## src/flash_pkg.sv

```systemverilog
// Shared constants for the serial flash erase, power-down and identification ends
// Overview of operation
// RQ1: D8h plus 24-bit address erases 64K block
// RQ2: Erases accepted only with write enable latch set
// RQ3: Block erase needs chip select rise after address
// RQ4: Block erase self-timed, busy high throughout
// RQ5: Block erase completion clears write enable latch
// RQ6: Protected block target skips block erase
// RQ7: C7h or 60h alone means chip erase
// RQ8: Chip erase after eighth bit, busy, clears latch
// RQ9: Any protection refuses chip erase entirely
// RQ10: B9h then chip select rise enters power-down
// RQ11: Powered down, only ABh is recognised
// RQ12: Device starts in normal operation after reset
// RQ13: ABh alone releases after first release delay
// RQ14: ABh plus three dummies shifts device ID
// RQ15: Device ID repeats until chip select rises
// RQ16: ID read from power-down uses second delay
// RQ17: ABh ignored while busy
// RQ18: 90h address zero sends maker then device
// RQ19: Address one swaps order; bytes keep alternating
// RQ20: Input bits sampled on serial clock rise
// RQ21: Erase without latch leaves busy untouched
package flash_pkg;
	localparam int CLK_MHZ = 200;
	localparam logic [7:0] OP_BLOCK_ERASE = 8'hd8;
	localparam logic [7:0] OP_CHIP_ERASE_A = 8'hc7;
	localparam logic [7:0] OP_CHIP_ERASE_B = 8'h60;
	localparam logic [7:0] OP_POWER_DOWN = 8'hb9;
	localparam logic [7:0] OP_RELEASE_ID = 8'hab;
	localparam logic [7:0] OP_MAKER_DEVICE_ID = 8'h90;
	localparam logic [5:0] OPCODE_BITS = 6'd8;
	localparam logic [5:0] HEADER_BITS = 6'd32;
	localparam logic [5:0] COUNT_SATURATE = 6'd40;
	// Times in their own units; counts derived below
	localparam int BLOCK_ERASE_TIME_US = 1000;
	localparam int CHIP_ERASE_TIME_US = 10000;
	localparam int POWER_DOWN_ENTRY_TIME_NS = 3000;
	localparam int RELEASE_DELAY_PLAIN_NS = 3000;
	localparam int RELEASE_DELAY_ID_NS = 1800;
	localparam int BLOCK_ERASE_CYCLES = BLOCK_ERASE_TIME_US * CLK_MHZ;
	localparam int CHIP_ERASE_CYCLES = CHIP_ERASE_TIME_US * CLK_MHZ;
	localparam int POWER_DOWN_ENTRY_CYCLES = POWER_DOWN_ENTRY_TIME_NS * CLK_MHZ / 1000;
	localparam int RELEASE_PLAIN_CYCLES = RELEASE_DELAY_PLAIN_NS * CLK_MHZ / 1000;
	localparam int RELEASE_ID_CYCLES = RELEASE_DELAY_ID_NS * CLK_MHZ / 1000;
	// Host keeps chip select high at least this long after each command
	localparam int HOST_GAP_CYCLES = RELEASE_PLAIN_CYCLES + 8;
	localparam int SCLK_PERIOD_NS = 160;
	localparam int SCLK_HALF_CYCLES = SCLK_PERIOD_NS * CLK_MHZ / 2000;
	localparam int BLOCK_COUNT = 16;
	// Arbitrary identity values, not any real part's
	localparam logic [7:0] MAKER_ID_DEFAULT = 8'h5a;
	localparam logic [7:0] DEVICE_ID_DEFAULT = 8'h23;
	typedef enum logic [1:0] {
		T_IDLE = 2'b00,
		T_ERASE = 2'b01,
		T_ENTER = 2'b11,
		T_RELEASE = 2'b10
	} timer_mode_t;
	typedef enum logic [1:0] {
		H_IDLE = 2'b00,
		H_SHIFT = 2'b01,
		H_GAP = 2'b11
	} host_state_t;
endpackage

```

## src/flash_if.sv

```systemverilog
// Serial link between host controller and flash device
`timescale 1ns/100ps
interface flash_if;
	logic cs_n;
	logic sclk;
	logic serial_in_io;
	logic so_d;
	logic so_oe;
	logic so;
	// Output line pulled high while the device does not drive it
	assign so = so_oe ? so_d : 1'b1;
	modport device (input cs_n, input sclk, input serial_in_io, output so_d, output so_oe);
	modport host (output cs_n, output sclk, output serial_in_io, input so);
endinterface

```

## src/flash_dev.sv

```systemverilog
// Flash device end: erase, power-down and identification command handling
`timescale 1ns/100ps
module flash_dev #(
	parameter int unsigned BLOCK_ERASE_CYC = flash_pkg::BLOCK_ERASE_CYCLES,
	parameter int unsigned CHIP_ERASE_CYC = flash_pkg::CHIP_ERASE_CYCLES,
	parameter logic [7:0] MAKER_ID = flash_pkg::MAKER_ID_DEFAULT,
	parameter logic [7:0] DEVICE_ID = flash_pkg::DEVICE_ID_DEFAULT
) (
	input wire logic mclk,
	input wire logic rst,
	flash_if.device link,
	input wire logic write_enable_set,
	input wire logic top_bottom_select,
	input wire logic protect_range_bit2,
	input wire logic protect_range_bit1,
	input wire logic protect_range_bit0,
	output logic busy,
	output logic write_enable_latch,
	output logic powered_down,
	output logic erase_start,
	output logic erase_chip,
	output logic [7:0] erase_block
);
	import flash_pkg::*;

	typedef struct packed {
		logic cs_s1;
		logic cs_s2;
		logic cs_s3;
		logic ck_s1;
		logic ck_s2;
		logic ck_s3;
		logic si_s1;
		logic si_s2;
		logic [5:0] cnt;
		logic [31:0] shift;
		logic [7:0] op;
		logic [23:0] addr;
		logic [2:0] out_idx;
		logic out_sel;
		logic out_on;
		logic so;
		timer_mode_t mode;
		logic [31:0] timer;
		logic we_latch;
		logic pd;
		logic start;
		logic chip;
		logic [7:0] blk;
	} dev_state_t;

	dev_state_t q, d;
	logic [2:0] bp;
	logic ck_rise, ck_fall, cs_rise, cs_fall, done, id_active;
	logic [7:0] cur_byte;

	function automatic logic block_protected(input logic [2:0] bpv, input logic at_bottom,
		input logic [7:0] blk);
		logic [8:0] n;
		n = (bpv == 3'd0) ? 9'd0 : (9'd1 << (bpv - 3'd1));
		if (bpv == 3'd7 || n >= 9'(BLOCK_COUNT))
			return 1'b1;
		if (at_bottom)
			return {1'b0, blk} < n;
		return {1'b0, blk} >= 9'(BLOCK_COUNT) - n;
	endfunction

	assign bp = {protect_range_bit2, protect_range_bit1, protect_range_bit0};
	assign ck_rise = q.ck_s2 & ~q.ck_s3;
	assign ck_fall = ~q.ck_s2 & q.ck_s3;
	assign cs_rise = q.cs_s2 & ~q.cs_s3;
	assign cs_fall = ~q.cs_s2 & q.cs_s3;
	assign done = (q.mode != T_IDLE) && (q.timer == 32'h0);
	// Erase and power-down entry silence all identification output; power-down itself silences only 90h
	assign id_active = (q.mode != T_ERASE) && (q.mode != T_ENTER) && (
		(q.op == OP_RELEASE_ID) ||
		(q.op == OP_MAKER_DEVICE_ID && !q.pd && q.addr[23:1] == 23'h0)); // see RQ17, RQ11
	// Address bit zero picks which byte leads; out_sel flips after every byte
	assign cur_byte = (q.op == OP_RELEASE_ID || (q.out_sel ^ q.addr[0])) ? DEVICE_ID
		: MAKER_ID; // see RQ18, RQ19

	always_comb begin
		d = q;
		d.cs_s1 = link.cs_n;
		d.cs_s2 = q.cs_s1;
		d.cs_s3 = q.cs_s2;
		d.ck_s1 = link.sclk;
		d.ck_s2 = q.ck_s1;
		d.ck_s3 = q.ck_s2;
		d.si_s1 = link.serial_in_io;
		d.si_s2 = q.si_s1;
		d.start = 1'b0;
		if (q.timer != 32'h0)
			d.timer = q.timer - 32'h1;
		if (write_enable_set && !q.pd)
			d.we_latch = 1'b1;
		if (cs_fall) begin
			d.cnt = 6'd0;
			d.out_idx = 3'd0;
			d.out_sel = 1'b0;
			d.out_on = 1'b0;
		end else if (!q.cs_s2 && ck_rise) begin
			d.shift = {q.shift[30:0], q.si_s2}; // see RQ20
			if (q.cnt != COUNT_SATURATE)
				d.cnt = q.cnt + 6'd1;
			if (q.cnt == OPCODE_BITS - 6'd1)
				d.op = {q.shift[6:0], q.si_s2};
			if (q.cnt == HEADER_BITS - 6'd1)
				d.addr = {q.shift[22:0], q.si_s2};
		end else if (!q.cs_s2 && ck_fall && q.cnt >= HEADER_BITS && id_active) begin
			// Bits leave on the falling edge, most significant first
			d.out_on = 1'b1;
			d.so = cur_byte[3'd7 - q.out_idx]; // see RQ14, RQ18
			d.out_idx = q.out_idx + 3'd1;
			if (q.out_idx == 3'd7)
				d.out_sel = ~q.out_sel; // see RQ15, RQ19
		end
		if (cs_rise) begin
			d.out_on = 1'b0; // see RQ15
			if (q.mode == T_IDLE && q.pd) begin
				// Only release is heard while powered down
				if (q.op == OP_RELEASE_ID && q.cnt == OPCODE_BITS) begin // see RQ11
					d.mode = T_RELEASE;
					d.timer = 32'(RELEASE_PLAIN_CYCLES - 1); // see RQ13
				end else if (q.op == OP_RELEASE_ID && q.cnt >= HEADER_BITS) begin
					d.mode = T_RELEASE;
					d.timer = 32'(RELEASE_ID_CYCLES - 1); // see RQ16
				end
			end else if (q.mode == T_IDLE) begin
				if (q.cnt == OPCODE_BITS) begin // see RQ3, RQ8, RQ10
					if ((q.op == OP_CHIP_ERASE_A || q.op == OP_CHIP_ERASE_B) && q.we_latch
						&& bp == 3'd0) begin // see RQ7, RQ9, RQ2, RQ21
						d.mode = T_ERASE;
						d.timer = CHIP_ERASE_CYC - 32'h1; // see RQ8
						d.start = 1'b1;
						d.chip = 1'b1;
					end else if (q.op == OP_POWER_DOWN) begin
						d.mode = T_ENTER;
						d.timer = 32'(POWER_DOWN_ENTRY_CYCLES - 1); // see RQ10
					end
				end else if (q.cnt == HEADER_BITS && q.op == OP_BLOCK_ERASE && q.we_latch
					&& !block_protected(bp, top_bottom_select, q.addr[23:16])) begin
					// see RQ1, RQ2, RQ3, RQ6, RQ21
					d.mode = T_ERASE;
					d.timer = BLOCK_ERASE_CYC - 32'h1; // see RQ4
					d.start = 1'b1;
					d.chip = 1'b0;
					d.blk = q.addr[23:16];
				end
			end
		end
		if (done) begin
			d.mode = T_IDLE;
			unique case (q.mode)
				T_ERASE: begin
					// Set wins when a write enable lands on the finishing cycle
					d.we_latch = write_enable_set; // see RQ5, RQ8
				end
				T_ENTER: d.pd = 1'b1;
				T_RELEASE: d.pd = 1'b0;
				default: d.mode = T_IDLE;
			endcase
		end
	end

	always_ff @(posedge mclk or posedge rst) begin
		if (rst) begin
			q <= '0; // see RQ12
			q.cs_s1 <= 1'b1;
			q.cs_s2 <= 1'b1;
			q.cs_s3 <= 1'b1;
			q.mode <= T_IDLE;
		end else begin
			q <= d;
		end
	end

	assign link.so_d = q.so;
	assign link.so_oe = q.out_on & ~q.cs_s2;
	assign busy = (q.mode == T_ERASE); // see RQ4
	assign write_enable_latch = q.we_latch;
	assign powered_down = q.pd;
	assign erase_start = q.start;
	assign erase_chip = q.chip;
	assign erase_block = q.blk;
endmodule

```

## src/flat_wrapper.sv

```systemverilog
// flat-port wrapper written by rule: the top's interface ports become plain ports
module flash_dev_flat import flash_pkg::*;
#(
	parameter int unsigned BLOCK_ERASE_CYC = flash_pkg::BLOCK_ERASE_CYCLES,
	parameter int unsigned CHIP_ERASE_CYC = flash_pkg::CHIP_ERASE_CYCLES,
	parameter logic [7:0] MAKER_ID = flash_pkg::MAKER_ID_DEFAULT,
	parameter logic [7:0] DEVICE_ID = flash_pkg::DEVICE_ID_DEFAULT
)
  (mclk, rst, write_enable_set, top_bottom_select, protect_range_bit2, protect_range_bit1, protect_range_bit0, busy, write_enable_latch, powered_down, erase_start, erase_chip, erase_block, link_cs_n, link_sclk, link_serial_in_io, link_so_d, link_so_oe);
  flash_if link_i ();
  input wire logic mclk;
  input wire logic rst;
  input wire logic write_enable_set;
  input wire logic top_bottom_select;
  input wire logic protect_range_bit2;
  input wire logic protect_range_bit1;
  input wire logic protect_range_bit0;
  output logic busy;
  output logic write_enable_latch;
  output logic powered_down;
  output logic erase_start;
  output logic erase_chip;
  output logic [7:0] erase_block;
  input wire logic [$bits(link_i.cs_n)-1:0] link_cs_n;
  input wire logic [$bits(link_i.sclk)-1:0] link_sclk;
  input wire logic [$bits(link_i.serial_in_io)-1:0] link_serial_in_io;
  output wire logic [$bits(link_i.so_d)-1:0] link_so_d;
  output wire logic [$bits(link_i.so_oe)-1:0] link_so_oe;
  assign link_i.cs_n = link_cs_n;
  assign link_i.sclk = link_sclk;
  assign link_i.serial_in_io = link_serial_in_io;
  assign link_so_d = link_i.so_d;
  assign link_so_oe = link_i.so_oe;
  flash_dev #(.BLOCK_ERASE_CYC(BLOCK_ERASE_CYC), .CHIP_ERASE_CYC(CHIP_ERASE_CYC), .MAKER_ID(MAKER_ID), .DEVICE_ID(DEVICE_ID)) u_core (.mclk(mclk), .rst(rst), .link(link_i), .write_enable_set(write_enable_set), .top_bottom_select(top_bottom_select), .protect_range_bit2(protect_range_bit2), .protect_range_bit1(protect_range_bit1), .protect_range_bit0(protect_range_bit0), .busy(busy), .write_enable_latch(write_enable_latch), .powered_down(powered_down), .erase_start(erase_start), .erase_chip(erase_chip), .erase_block(erase_block));
endmodule
```

## config.mk

```make
export PLATFORM = sky130hd
export DESIGN_NAME = flash_dev_flat
export DESIGN_NICKNAME = d
export VERILOG_FILES = /design/src/flash_pkg.sv /design/src/flash_if.sv /design/src/flash_dev.sv /design/src/flat_wrapper.sv
export SDC_FILE = /design/constraint.sdc
export NUM_CORES = 1
export LEC_CHECK = 0
export BUFFER_PORTS_ARGS = -buffer_cell sky130_fd_sc_hd__buf_2
export CELL_PAD_IN_SITES_DETAIL_PLACEMENT = 1
export CELL_PAD_IN_SITES_GLOBAL_PLACEMENT = 2
export CORE_UTILIZATION = 43
export CTS_BUF_LIST = sky130_fd_sc_hd__clkbuf_4 sky130_fd_sc_hd__clkbuf_8
export DETAILED_ROUTE_END_ITERATION = 8
export GPL_ROUTABILITY_DRIVEN = 0
export PLACE_DENSITY = 0.79
export SLEW_MARGIN = 0
export SYNTH_ARGS = -nofsm -noshare
export SYNTH_HDL_FRONTEND = slang
export SYNTH_SLANG_ARGS = --single-unit
```

## constraint.sdc

```tcl
create_clock -name mclk -period 4.4 [get_ports mclk]
set_input_delay 0.88 -clock mclk [delete_from_list [all_inputs] [get_ports mclk]]
set_output_delay 0.88 -clock mclk [all_outputs]
set_load 0.02 [all_outputs]
```

---- Word-level counts from Yosys, hierarchy flattened ----
Index checks and enable logic that the tools add are counted.
operators by class
  $add $sub $neg .......................... 6
  $lt $le $gt $ge ......................... 5
  equal/unequal tests ..................... 23
  shift-type cells ........................ 1
  mux-type cells .......................... 55
  bitwise logic cells ..................... 15
  reduce and logical (&&, ||, !) cells .... 53
operators by type and width
  kind                     number
  $mux W34                 9
  $mux W70                 1
  $eq A8 B8 Y1 const B     5
  $mux W10                 4
  $logic_not A32 Y1        1
  $mux W32                 1
  $reduce_bool A32 Y1      1
  $sub A32 B1 Y32 const B  1
  $mux W1                  24
  $mux W24                 1
  $mux W6                  4
  $logic_not A23 Y1        1
  $logic_and A1 B1 Y1      18
  $mux W8                  2
  $reduce_bool A2 Y1       8
  $reduce_and A5 Y1        3
  $reduce_and A3 Y1        4
  $reduce_and A2 Y1        5
  $ge A8 B9 Y1             1
  $ge A9 B5 Y1 const B     1
  $lt A8 B9 Y1             1
  $mux W9                  1
  $not A1 Y1               9
  $shl A1 B3 Y9 const A    1
  34 further kinds         51
word-level totals
  register bits after elaboration ......... 130
  input port bits ......................... 10
  output and inout bits ................... 15
  logic and storage cells ................. 181

---- Longest topological paths before layout ----
Gate-level depths: netlist of run 1.
  depth in word-level cells ............... 29
  gate-level depth with buffers ........... 15
  depth with buffers taken out ............ 12

---- Worst setup path before layout of run 1 ----
No wires, ideal clock.
  path kind ............................... in2reg
  start ................................... in protect_range_bit1
  end ..................................... reg u_core.q[34] (netlist bit)
  setup time .............................. 0.121 ns
  data arrival time ....................... 3.839 ns
  required time ........................... 4.279 ns
  slack ................................... 0.439 ns
  stages on the path ...................... 14
  buffers on the path ..................... 3
  cell sequence ........................... clkbuf_1 > or3b_2 > ha_1 > nor2b_1 > o21ai_0 > ha_1 > a21o_1 > a221oi_1 > o21ai_0 > a2111o_1 > buf_2 > nand2_1 > buf_2 > nor2_1
RTL lines
  item             line                source
  start, declared  flat_wrapper.sv:16  input wire logic protect_range_bit1;
  end, declared    flash_dev.sv:52     dev_state_t q, d;

==> impl_metrics.env, run 1 <==
export IMPL_first_global_vias=4629
export IMPL_drt_wirelength_per_cell_um=17.8
export IMPL_power_density_nw_per_um2=353
export IMPL_worstHoldStart="u_core.d[125]$_DFF_PP0_"
export IMPL_crit_arrival_ps=4080
export IMPL_clock_fmax_ghz=0.266
export IMPL_worst_slew_pin_transition_ps=958
export IMPL_rsz0062_at_grt="false"
export IMPL_cap_viol_max_count=0
export IMPL_syn_avg_cell_area_um2=11.0
export IMPL_syn_inst=567
export IMPL_cts_buffer_depth=2
export IMPL_synth_edff_count=0
export IMPL_relSlewSlack_pct=36.1
export IMPL_initial_core_util_pct=44.4
export IMPL_grt_max_degree=76
export IMPL_clk_pin_slew_ps=80
export IMPL_hold_buffers=0
export IMPL_ys_ff_latch=121
export IMPL_p_sw_share_pct=26.4
export IMPL_post_route_worst_setup_slack_ps=636
export IMPL_p_seq_share_pct=51.0
export IMPL_pwr_share_clk_pct=40.6
export IMPL_synth_seq_area_share_pct=48.8
export IMPL_ys_warn_count=0
export IMPL_route_detailed_drc=0
export IMPL_fin_nets=622
export IMPL_cts_sinks=121
export IMPL_ys_flop_type="dfrtp_1"
export IMPL_slowest_stage="a2111o_1"
export IMPL_fin_cells=782
export IMPL_io_buffers=24
export IMPL_viasPerCell=5.52
export IMPL_outcome="finished, final reports clean"
export IMPL_dp_slack_ps=149
export IMPL_critPathKind="input pin to flip-flop"
export IMPL_fp_dieW_um=122
export IMPL_combPwrFrac_pct=8.4
export IMPL_io_pin_count=25
export IMPL_startpoint_type="input pin"
export IMPL_ys_types=58
export IMPL_r2r_cells=6
export IMPL_grt_pass1_wl_um=23800
export IMPL_worst_path_buf_inv=2
export IMPL_r2r_setup_slack_ps=1360
export IMPL_dp_hpwl_um=10100
export IMPL_dieArea_um2=14900
export IMPL_clk_latency_ps=450
export IMPL_critPathRequiredTime_ps=4720
export IMPL_grtUsageTotal_pct=21.0
export IMPL_path_max_fanout=17
export IMPL_max_stage_delay_ps=630
export IMPL_postRouteAntennaNets=0
export IMPL_final_util_pct=49.0
export IMPL_post_route_period_util_pct=85.5
export IMPL_finalHoldViolCount=0
export IMPL_cts_setup_buffers=0
export IMPL_cts_tree="built"
export IMPL_clock_skew_ps=12.9
export IMPL_path_cells="buf_2 -> or3b_2 -> ha_1 -> nor2b_1 -> o21ai_0 -> ha_1 -> a21o_1 -> a221oi_1 -> o21ai_0 -> a2111o_1 -> nand2_1 -> buf_4 -> nor2_1"
export IMPL_synth_net_count=600
export IMPL_setup_tns_ps=0
export IMPL_setup_worst_path_end_class="flip-flop"
export IMPL_post_cts_resize_count=0
export IMPL_coreArea_um2=14000
export IMPL_area_growth_pct=10.4
export IMPL_timing_rr_start="u_core.q[23]$_DFF_PP0_"
export IMPL_htreeDepth=4
export IMPL_p_int_w=0.00178
export IMPL_syn_area_um2=6210
export IMPL_async_flop_share_pct=100
export IMPL_drv_slew=0
export IMPL_drt_initial_drc_count=157
export IMPL_gr_total_overflow=0
export IMPL_whs_endpoint="u_core.d[124]$_DFF_PP0_"
export IMPL_cp_top_family="compound AO/OA/AOI/OAI gates"
export IMPL_min_period_ps=3760
export IMPL_placed_cells=750
export IMPL_vias=4320
export IMPL_fp_dieH_um=122
export IMPL_worstReg2RegEnd="u_core.q[16]$_DFF_PP0_"
export IMPL_drive_gt1_share_pct=24.8
export IMPL_ir_worst_vdd_mv=0.232
export IMPL_hold_path_class="flip-flop to flip-flop"
export IMPL_whs_path_depth=0
export IMPL_firstDrtPassIters=5
export IMPL_rows=43
export IMPL_setup_viol=0
export IMPL_wirelength_um=13900
export IMPL_cts_buffers=17
export IMPL_hold_worst_slack_ps=339
export IMPL_switching_power_w=0.000638
export IMPL_ctsRootBufferMaster="clkbuf_8"
export IMPL_grt_antenna_before_repair=0
export IMPL_diodes=0
export IMPL_leakage_nw=3.05
==> kinds of logic after synthesis <==
logic type	share of synthesized area [%]
muxes	12.1
DFF	48.8
adders and majority gates	4.63
other	0.0604
and+or+nand+nor	18.9
xor gates and xnor gates	4.65
AOI/OAI and AO/OA	7.57
buffers and inverters	3.28
==> sequential cells by signal (all words and copies together), names as in the netlist <==
| signal | count |
|---|---|
| u_core.erase_start | 1 |
| u_core.erase_block | 8 |
| u_core.link.so_d | 1 |
| u_core.powered_down | 1 |
| u_core.erase_chip | 1 |
| u_core.write_enable_latch | 1 |
| u_core.q | 103 |
| u_core.d | 5 |
==> final cells by class <==
cell class	count	area [um^2]
sequential	121	3030
timing repair buffer	33	188
tap	180	225
multi-input combinational	405	2980
clock buffer	18	241
clock inverter	14	148
inverter	11	43.8
fill	1557	7130
==> per-layer routing <==
metal | vias up | global-route usage (%) | part of all wire (%)
li1 | 2079 | - | -
met1 | 2199 | 28.2 | 48
met2 | 34 | 33.7 | 49
met3 | 8 | 5.20 | 2.4
met4 | 0 | 5.87 | 0.82
met5 | - | 0 | 0
==> cell usage in the layout (no fill, tap or decap), types with 3 or more instances in the layout <==
master and n:
dfrtp_1 118, mux2_2 65, nor2_1 40, nand2_1 35, o21ai_0 24, buf_2 24
ha_1 23, nor4_1 22, nand3_1 19, xor2_1 18, clkbuf_8 17, xnor2_1 15
nor3_1 13, or3_1 12, a21oi_1 12, inv_1 10, nor2b_1 9, buf_4 9
a21o_1 8, nand2b_1 7, nand4_1 7, or2_2 6, nand3b_1 5, a31oi_1 4
nor3b_1 4, and2_1 4, a21boi_0 4, clkinv_2 4, clkinv_4 4, nor4_4 3
o211ai_1 3, a211oi_1 3, and4b_1 3, o31ai_1 3, a22o_1 3, or4_1 3
a211o_1 3, dfstp_2 3
==> how the worst max path moves through the flow <==
stage / startpoint / to / depth (start not counted)
floorplan: rst / u_core.d[122]$_DFF_PP0_ / 1
global placement: protect_range_bit1 / u_core.q[33]$_DFF_PP0_ / 13
detailed placement: protect_range_bit1 / u_core.q[33]$_DFF_PP0_ / 13
CTS: protect_range_bit1 / u_core.q[33]$_DFF_PP0_ / 13
global route: protect_range_bit1 / u_core.q[38]$_DFF_PP0_ / 13
finish: protect_range_bit1 / u_core.q[38]$_DFF_PP0_ / 13
==> power by group through the flow <==
stage	Combinational, W	Clock [W]	Sequential [W]
2_1_floorplan	0.000163	0	0.00123
3_3_place_gp	0.000198	0	0.00125
3_5_place_dp	0.000204	0	0.00125
4_1_cts	0.000206	0.00102	0.00123
5_1_grt	0.000235	0.00106	0.00125
6_report	0.000203	0.000982	0.00123
==> through the flow <==
step                      instance area (um^2)  power [W]
after floorplan                           6210    0.00140
after global placement                    6470    0.00145
after detailed placement                  6470    0.00146
after CTS                                 6860    0.00246
after global routing                      6860    0.00254
final                                     6860    0.00242
==> worst reg2reg max path, cell delays in order (launching register included) <==
cell,delay [ps]
dfrtp_1,420
or4_1,580
or3_1,560
nor4_4,850
nor3_1,150
xor2_1,190
a21o_1,180
==> cell usage after synthesis, drive strengths merged (5+ instances only) <==
master,instances,share of area [%]
nand4,7,0.71
nor4,25,3.2
nand2,35,2.1
or3,13,1.3
xor2,18,2.5
nand2b,7,0.71
nand3b,5,0.60
inv,11,0.66
o21ai,24,1.9
a21oi,12,0.97
dfrtp,118,48
nor2,42,2.5
nor2b,9,0.91
buf,15,1.7
nor3,13,1.0
xnor2,15,2.1
clkbuf,15,0.91
a21o,8,0.97
nand3,19,1.5
or2,7,0.71
mux2,65,12
ha,23,4.6
(Power assumes the default switching activity.)
==> run 2: changes to the inputs <==
- ABC_AREA: unset -> 1
- CORE_UTILIZATION: 43 -> 39
- PLACE_DENSITY: 0.79 -> 0.8
- clock period: 4.4 -> 3.8 ns (I/O delays scaled with it)
==> run 2 against run 1 <==
  * Clock-buffer cell count is 4 higher
  * Synthesized cell count up 55%
  * Flip-flop and latch count stayed put
  * Sequential power is 12% higher
  * Cell count increased by 46%
  * Via count grew 34%
  * Critical path depth grew 9
  * Critical endpoint is now u_core.q[13]$_DFF_PP0_
  * Largest power group unchanged
  * Highest routed layer unchanged
==> impl_metrics.env, run 2 <==
export IMPL_route_detailed_drc=0
export IMPL_cts_tree="built"
export IMPL_startpoint_type="input pin"
export IMPL_yosys_area_top_type="dfrtp_1"
export IMPL_min_period_ps=3110
export IMPL_cts_sinks=121
export IMPL_setup_viol=0
export IMPL_synth_compound_area_share_pct=9.89
export IMPL_post_cts_resize_count=0
export IMPL_regArea_um2=3030
export IMPL_clock_skew_ps=10.3
export IMPL_htreeDepth=4
export IMPL_ys_warn_count=0
export IMPL_drive_gt1_share_pct=13.3
export IMPL_io_buffers=24
export IMPL_ys_flop_type="dfrtp_1"
export IMPL_syn_area_um2=6830
export IMPL_synth_top_family_by_area="simple AND/OR/NAND/NOR gates"
export IMPL_wirelength_um=18200
export IMPL_drv_slew=0
export IMPL_crit_arrival_ps=3440
export IMPL_post_route_period_util_pct=81.9
export IMPL_yosysMostFrequentCell="nand2_1"
export IMPL_area_growth_pct=10.6
export IMPL_dp_slack_ps=174
export IMPL_worst_slew_pin_transition_ps=774
export IMPL_ys_ff_latch=121
export IMPL_ys_top_cells_by_area="dfrtp_1, nand2_1, nor2_1, o21ai_0, inv_1"
export IMPL_fin_nets=934
export IMPL_io_pin_count=25
export IMPL_fp_dieH_um=134
export IMPL_slowest_stage="ha_1"
export IMPL_first_global_vias=6163
export IMPL_setup_worst_path_end_class="flip-flop"
export IMPL_outcome="finished, final reports clean"
export IMPL_cts_buffers=17
export IMPL_drt_wirelength_per_cell_um=16.0
export IMPL_max_stage_delay_ps=290
export IMPL_clock_fmax_ghz=0.321
export IMPL_setup_tns_ps=0
export IMPL_multi_input_area_um2=3270
export IMPL_report_power_total_w=0.00283
export IMPL_power_density_nw_per_um2=374
export IMPL_cts_buffer_depth=2
export IMPL_clk_pin_slew_ps=70
export IMPL_yosys_area_share_adder_pct=4.21
export IMPL_relSlewSlack_pct=48.3
export IMPL_critPathKind="input pin to flip-flop"
export IMPL_clk_latency_ps=450
export IMPL_path_max_fanout=15
export IMPL_dieArea_um2=18000
export IMPL_synth_net_count=911
export IMPL_grt_antenna_before_repair=0
export IMPL_cts_setup_buffers=0
export IMPL_synth_edff_count=0
export IMPL_diodes=0
export IMPL_synth_commonest_cells="nand2_1, dfrtp_1, nor2_1"
export IMPL_cap_viol_max_count=0
export IMPL_netlist_area_leader_share_pct=43.2
export IMPL_largest_register="u_core.q"
export IMPL_largest_reg_flops=103
export IMPL_postRouteAntennaNets=0
export IMPL_gr_total_overflow=0
export IMPL_ctsRootBufferMaster="clkbuf_8"
export IMPL_initial_core_util_pct=39.8
export IMPL_layout_common_cells="nand2_1, dfrtp_1, nor2_1"
export IMPL_post_route_worst_setup_slack_ps=688
export IMPL_nFillCells=2183
export IMPL_hold_buffers=0
export IMPL_synth_seq_area_share_pct=44.4
export IMPL_fp_dieW_um=134
export IMPL_syn_avg_cell_area_um2=7.78
export IMPL_worst_path_most_repeated_cell="nand2_1"
export IMPL_worst_path_buf_inv=5
export IMPL_ys_types=44
export IMPL_hold_path_class="flip-flop to flip-flop"
export IMPL_synthSimpleGateAreaFrac_pct=30.0
export IMPL_syn_inst=878
export IMPL_drt_initial_drc_count=250
export IMPL_path_cells="buf_2 -> inv_1 -> nand2_1 -> nor2_1 -> inv_1 -> ha_1 -> nand2_2 -> nand2_1 -> ha_1 -> nand2_1 -> inv_1 -> nand3_1 -> o31ai_1 -> inv_1 -> nand2_1 -> nand2_1 -> nand2_1 -> nand2_1 -> nand2_1 -> nand2_2 -> nand2_1 -> nand2_1"
export IMPL_vias=5791
export IMPL_synth_mux_area_fraction_pct=0
export IMPL_synthXorXnorAreaFrac_pct=3.72
export IMPL_grtUsageTotal_pct=21.9
export IMPL_cp_top_family="simple AND/OR/NAND/NOR gates"
export IMPL_final_common_cell="nand2_1"
export IMPL_grt_pass1_wl_um=31100
export IMPL_finalHoldViolCount=0
export IMPL_coreArea_um2=17200
export IMPL_grt_max_degree=66
export IMPL_viasPerCell=5.08
export IMPL_ir_worst_vdd_mv=0.202
export IMPL_rows=48
export IMPL_async_flop_share_pct=100
export IMPL_critPathRequiredTime_ps=4130
export IMPL_leakage_nw=3.52
export IMPL_dp_hpwl_um=13900
export IMPL_rsz0062_at_grt="false"
export IMPL_firstDrtPassIters=4
-- run 2: per-stage QoR --
step	utilization [%]	area [um^2]	cells	hold WS, ps
after floorplan	-	6830	878	331
after global placement	41.6	7140	1107	334
after detailed placement	41.6	7140	1107	344
after CTS	44.0	7560	1139	359
after global routing	44.0	7560	1139	359
final	44.0	7560	1139	357
-- run 2: cell families after synthesis --
group | Yosys count
XOR/XNOR | 29
AO/OA/AOI/OAI | 122
other | 1
adder cells (fa/ha/maj) | 23
flip-flops | 121
AND/OR/NAND/NOR | 457
buffers and inverters | 125
-- run 2: layer usage --
layer / share of wire (%) / track usage (%)
met1: 49 / 28.9
met2: 48 / 36.4
met3: 2.7 / 4.31
met5: 0 / 0
met4: 1.1 / 5.87
-- run 2: report_power, final --
| part | internal (W) | switching [W] | leakage (nW) | total (W) |
|---|---|---|---|---|
| registers | 0.00134 | 0.0000425 | 1.54 | 0.00138 |
| clock network | 0.000659 | 0.000550 | 0.197 | 0.00121 |
| logic | 0.0000782 | 0.000160 | 1.78 | 0.000238 |
| total | 0.00208 | 0.000752 | 3.52 | 0.00283 |
-- run 2: cell type report --
type                            count  area share [%]
Timing Repair Buffer               30            2.35
Clock buffer                       22            3.92
Multi-Input combinational cell    632            43.3
Tap cell                          225            3.73
Clock inverter                     10            1.54
Inverter                           99            5.02
Sequential cell                   121            40.1
-- run 2: final timing paths --
path                                         start                           endpoint  slack, ps  depth (start not counted)
max                             protect_range_bit1             u_core.q[13]$_DFF_PP0_        690                         22
min                        u_core.d[128]$_DFF_PP1_            u_core.d[127]$_DFF_PP1_        360                          0
max reg2reg                 u_core.q[12]$_DFF_PP0_             u_core.q[17]$_DFF_PP0_       1330                         12
min reg2reg                u_core.d[128]$_DFF_PP1_            u_core.d[127]$_DFF_PP1_        360                          0
max in group asynchronous                      rst            u_core.d[128]$_DFF_PP1_       2490                          3
min in group asynchronous                      rst  u_core.erase_block[3]$_DFFE_PP0P_        430                          2
==> run 3: changes to the inputs <==
- CORE_UTILIZATION: 39 -> 35
- PLACE_DENSITY: 0.8 -> 0.76
- clock period: 3.8 -> 2.75 ns (I/O delays scaled with it)
==> run 3 against run 2 <==
  * Largest power group unchanged
  * Sequential share of layout area decreased by 1.4 points
  * Design area grew 3.5%
  * Cell count is 5.0% higher
  * Global-route usage down 1.3 points
  * First-iteration DRC count grew 7.6%
  * Core utilization fell by 2.6 points
  * Highest routed layer unchanged
  * Flip-flop and latch count is the same
  * Total power grew 43%
  * Combinational power increased by 45%
  * Worst hold slack got worse by 170 ps
==> impl_metrics.env, run 3 (synthesis gave the netlist of run 2 again) <==
export IMPL_outcome="finished, final reports clean"
export IMPL_dp_slack_ps=-403
export IMPL_fp_dieW_um=142
export IMPL_switching_power_w=0.00105
export IMPL_cts_buffers=17
export IMPL_clock_fmax_ghz=0.396
export IMPL_clk_pin_slew_ps=80
export IMPL_area_growth_pct=14.5
export IMPL_dieArea_um2=20100
export IMPL_power_density_nw_per_um2=518
export IMPL_finalHoldViolCount=0
export IMPL_busiest_layer="met2"
export IMPL_post_route_worst_setup_slack_ps=223
export IMPL_drt_wirelength_per_cell_um=15.7
export IMPL_combPwrFrac_pct=8.5
export IMPL_cts_sinks=121
export IMPL_grt_pass1_wl_um=31900
export IMPL_viasPerCell=4.94
export IMPL_placed_cells=1164
export IMPL_post_cts_resize_count=0
export IMPL_grt_use_met1_pct=26.9
export IMPL_grtUsageTotal_pct=20.5
export IMPL_max_stage_delay_ps=290
export IMPL_wirelength_um=18800
export IMPL_drive_gt1_share_pct=15.8
export IMPL_dp_hpwl_um=14100
export IMPL_cts_buffer_depth=2
export IMPL_diodes=0
export IMPL_io_pin_count=25
export IMPL_relSlewSlack_pct=50.8
export IMPL_setup_viol=0
export IMPL_gr_total_overflow=0
export IMPL_startpoint_type="input pin"
export IMPL_cap_viol_max_count=0
export IMPL_critPathRequiredTime_ps=3080
export IMPL_worstReg2RegEnd="u_core.q[38]$_DFF_PP0_"
export IMPL_hold_buffers=0
export IMPL_path_cells="buf_2 -> inv_1 -> nand2_1 -> nor2_2 -> inv_1 -> ha_2 -> xnor2_1 -> ha_1 -> a21oi_1 -> nand2_1 -> nand2_1 -> nand2_1 -> nand2_1 -> nand2_1 -> nand2_1 -> nand2_1 -> nand2_2 -> nand2_1 -> nand2_1 -> nand2_1 -> nand2_4 -> buf_12 -> a21oi_2"
export IMPL_grt_antenna_before_repair=0
export IMPL_leakage_nw=3.65
export IMPL_r2r_setup_slack_ps=480
export IMPL_clk_latency_ps=460
export IMPL_timing_rr_start="u_core.q[12]$_DFF_PP0_"
export IMPL_postRouteAntennaNets=0
export IMPL_cts_tree="built"
export IMPL_cts_setup_buffers=0
export IMPL_fin_nets=956
export IMPL_final_common_cell="nand2_1"
export IMPL_fin_cells=1196
export IMPL_worst_path_most_repeated_cell="nand2_1"
export IMPL_vias=5903
export IMPL_r2r_cells=9
export IMPL_p_sw_share_pct=26.0
export IMPL_cp_top_family="simple AND/OR/NAND/NOR gates"
export IMPL_critPathCapture="u_core.q[39]$_DFF_PP0_"
export IMPL_min_period_ps=2530
export IMPL_largest_register="u_core.q"
export IMPL_layout_common_cells="nand2_1, dfrtp_1, nor2_1"
export IMPL_firstDrtPassIters=4
export IMPL_p_int_w=0.00300
export IMPL_cp_startpoint="protect_range_bit1"
export IMPL_worst_path_buf_inv=4
export IMPL_worst_slew_pin_transition_ps=731
export IMPL_io_buffers=24
export IMPL_p_seq_share_pct=47.2
export IMPL_crit_arrival_ps=2850
export IMPL_ir_worst_vdd_mv=0.260
export IMPL_hold_path_class="input pin to flip-flop"
export IMPL_largest_reg_flops=103
export IMPL_pwr_share_clk_pct=44.3
export IMPL_setup_tns_ps=0
export IMPL_path_max_fanout=10
export IMPL_clock_skew_ps=16.9
export IMPL_met2_usage_pct=34.0
export IMPL_grt_max_degree=122
export IMPL_ctsRootBufferMaster="clkbuf_8"
export IMPL_drt_initial_drc_count=269
export IMPL_coreArea_um2=18900
export IMPL_post_route_period_util_pct=91.9
export IMPL_fp_dieH_um=142
export IMPL_rows=50
export IMPL_initial_core_util_pct=36.2
export IMPL_critPathKind="input pin to flip-flop"
export IMPL_route_detailed_drc=0
export IMPL_htreeDepth=4
export IMPL_slowest_stage="ha_1"
export IMPL_cp_depth=23
export IMPL_drv_slew=0
export IMPL_grt_use_met3_pct=4.59
export IMPL_first_global_vias=6238
export IMPL_setup_worst_path_end_class="flip-flop"
run 3: power groups by stage:
stage	sequential, W	clock (W)	combinational, W
final	0.00191	0.00179	0.000346
after CTS	0.00191	0.00186	0.000350
after global placement	0.00194	0	0.000336
after global routing	0.00192	0.00192	0.000400
after detailed placement	0.00194	0	0.000346
after floorplan	0.00193	0	0.000252
run 3: how the worst min path moves through the flow:
stage,from,endpoint,slack [ps],cells after the start
after floorplan,u_core.d[125]$_DFF_PP0_,u_core.d[124]$_DFF_PP0_,330,0
after global placement,u_core.d[125]$_DFF_PP0_,u_core.d[124]$_DFF_PP0_,330,0
after detailed placement,u_core.d[125]$_DFF_PP0_,u_core.d[124]$_DFF_PP0_,340,0
after CTS,link_cs_n,u_core.d[128]$_DFF_PP1_,160,1
after global routing,link_cs_n,u_core.d[128]$_DFF_PP1_,140,1
final,link_cs_n,u_core.d[128]$_DFF_PP1_,190,1
run 3: worst register-to-register path, cell delays in order, from the launching register on:
cell,delay (ps)
dfrtp_1,430
inv_1,180
ha_1,270
inv_1,130
nor3_1,410
nand2_1,180
nor2_1,230
nand2_1,100
xor2_1,190
a21oi_2,40
run 3: metrics by stage:
step	instance area (um^2)	total power [W]	hold slack [ps]	util (%)
2_1_floorplan	6830	0.00218	331	-
3_3_place_gp	7360	0.00228	334	39.0
3_5_place_dp	7360	0.00229	339	39.0
4_1_cts	7800	0.00412	155	41.3
5_1_grt	7820	0.00424	145	41.4
6_report	7820	0.00405	190	41.4
run 3: final cells by class:
| type | instances | area [um^2] |
|---|---|---|
| inverter | 99 | 379 |
| clock inverter | 12 | 175 |
| timing repair buffer | 52 | 355 |
| sequential | 121 | 3030 |
| multi-input combinational | 632 | 3290 |
| clock buffer | 20 | 263 |
| tap | 260 | 325 |
| fill | 2367 | 11100 |
run 3: layer usage:
| layer | part of all wire, % | up-vias |
|---|---|---|
| met1 | 49 | 2911 |
| met2 | 48 | 60 |
| met3 | 2.5 | 12 |
| met4 | 0.93 | 0 |
| met5 | 0 | - |
| li1 | - | 2920 |
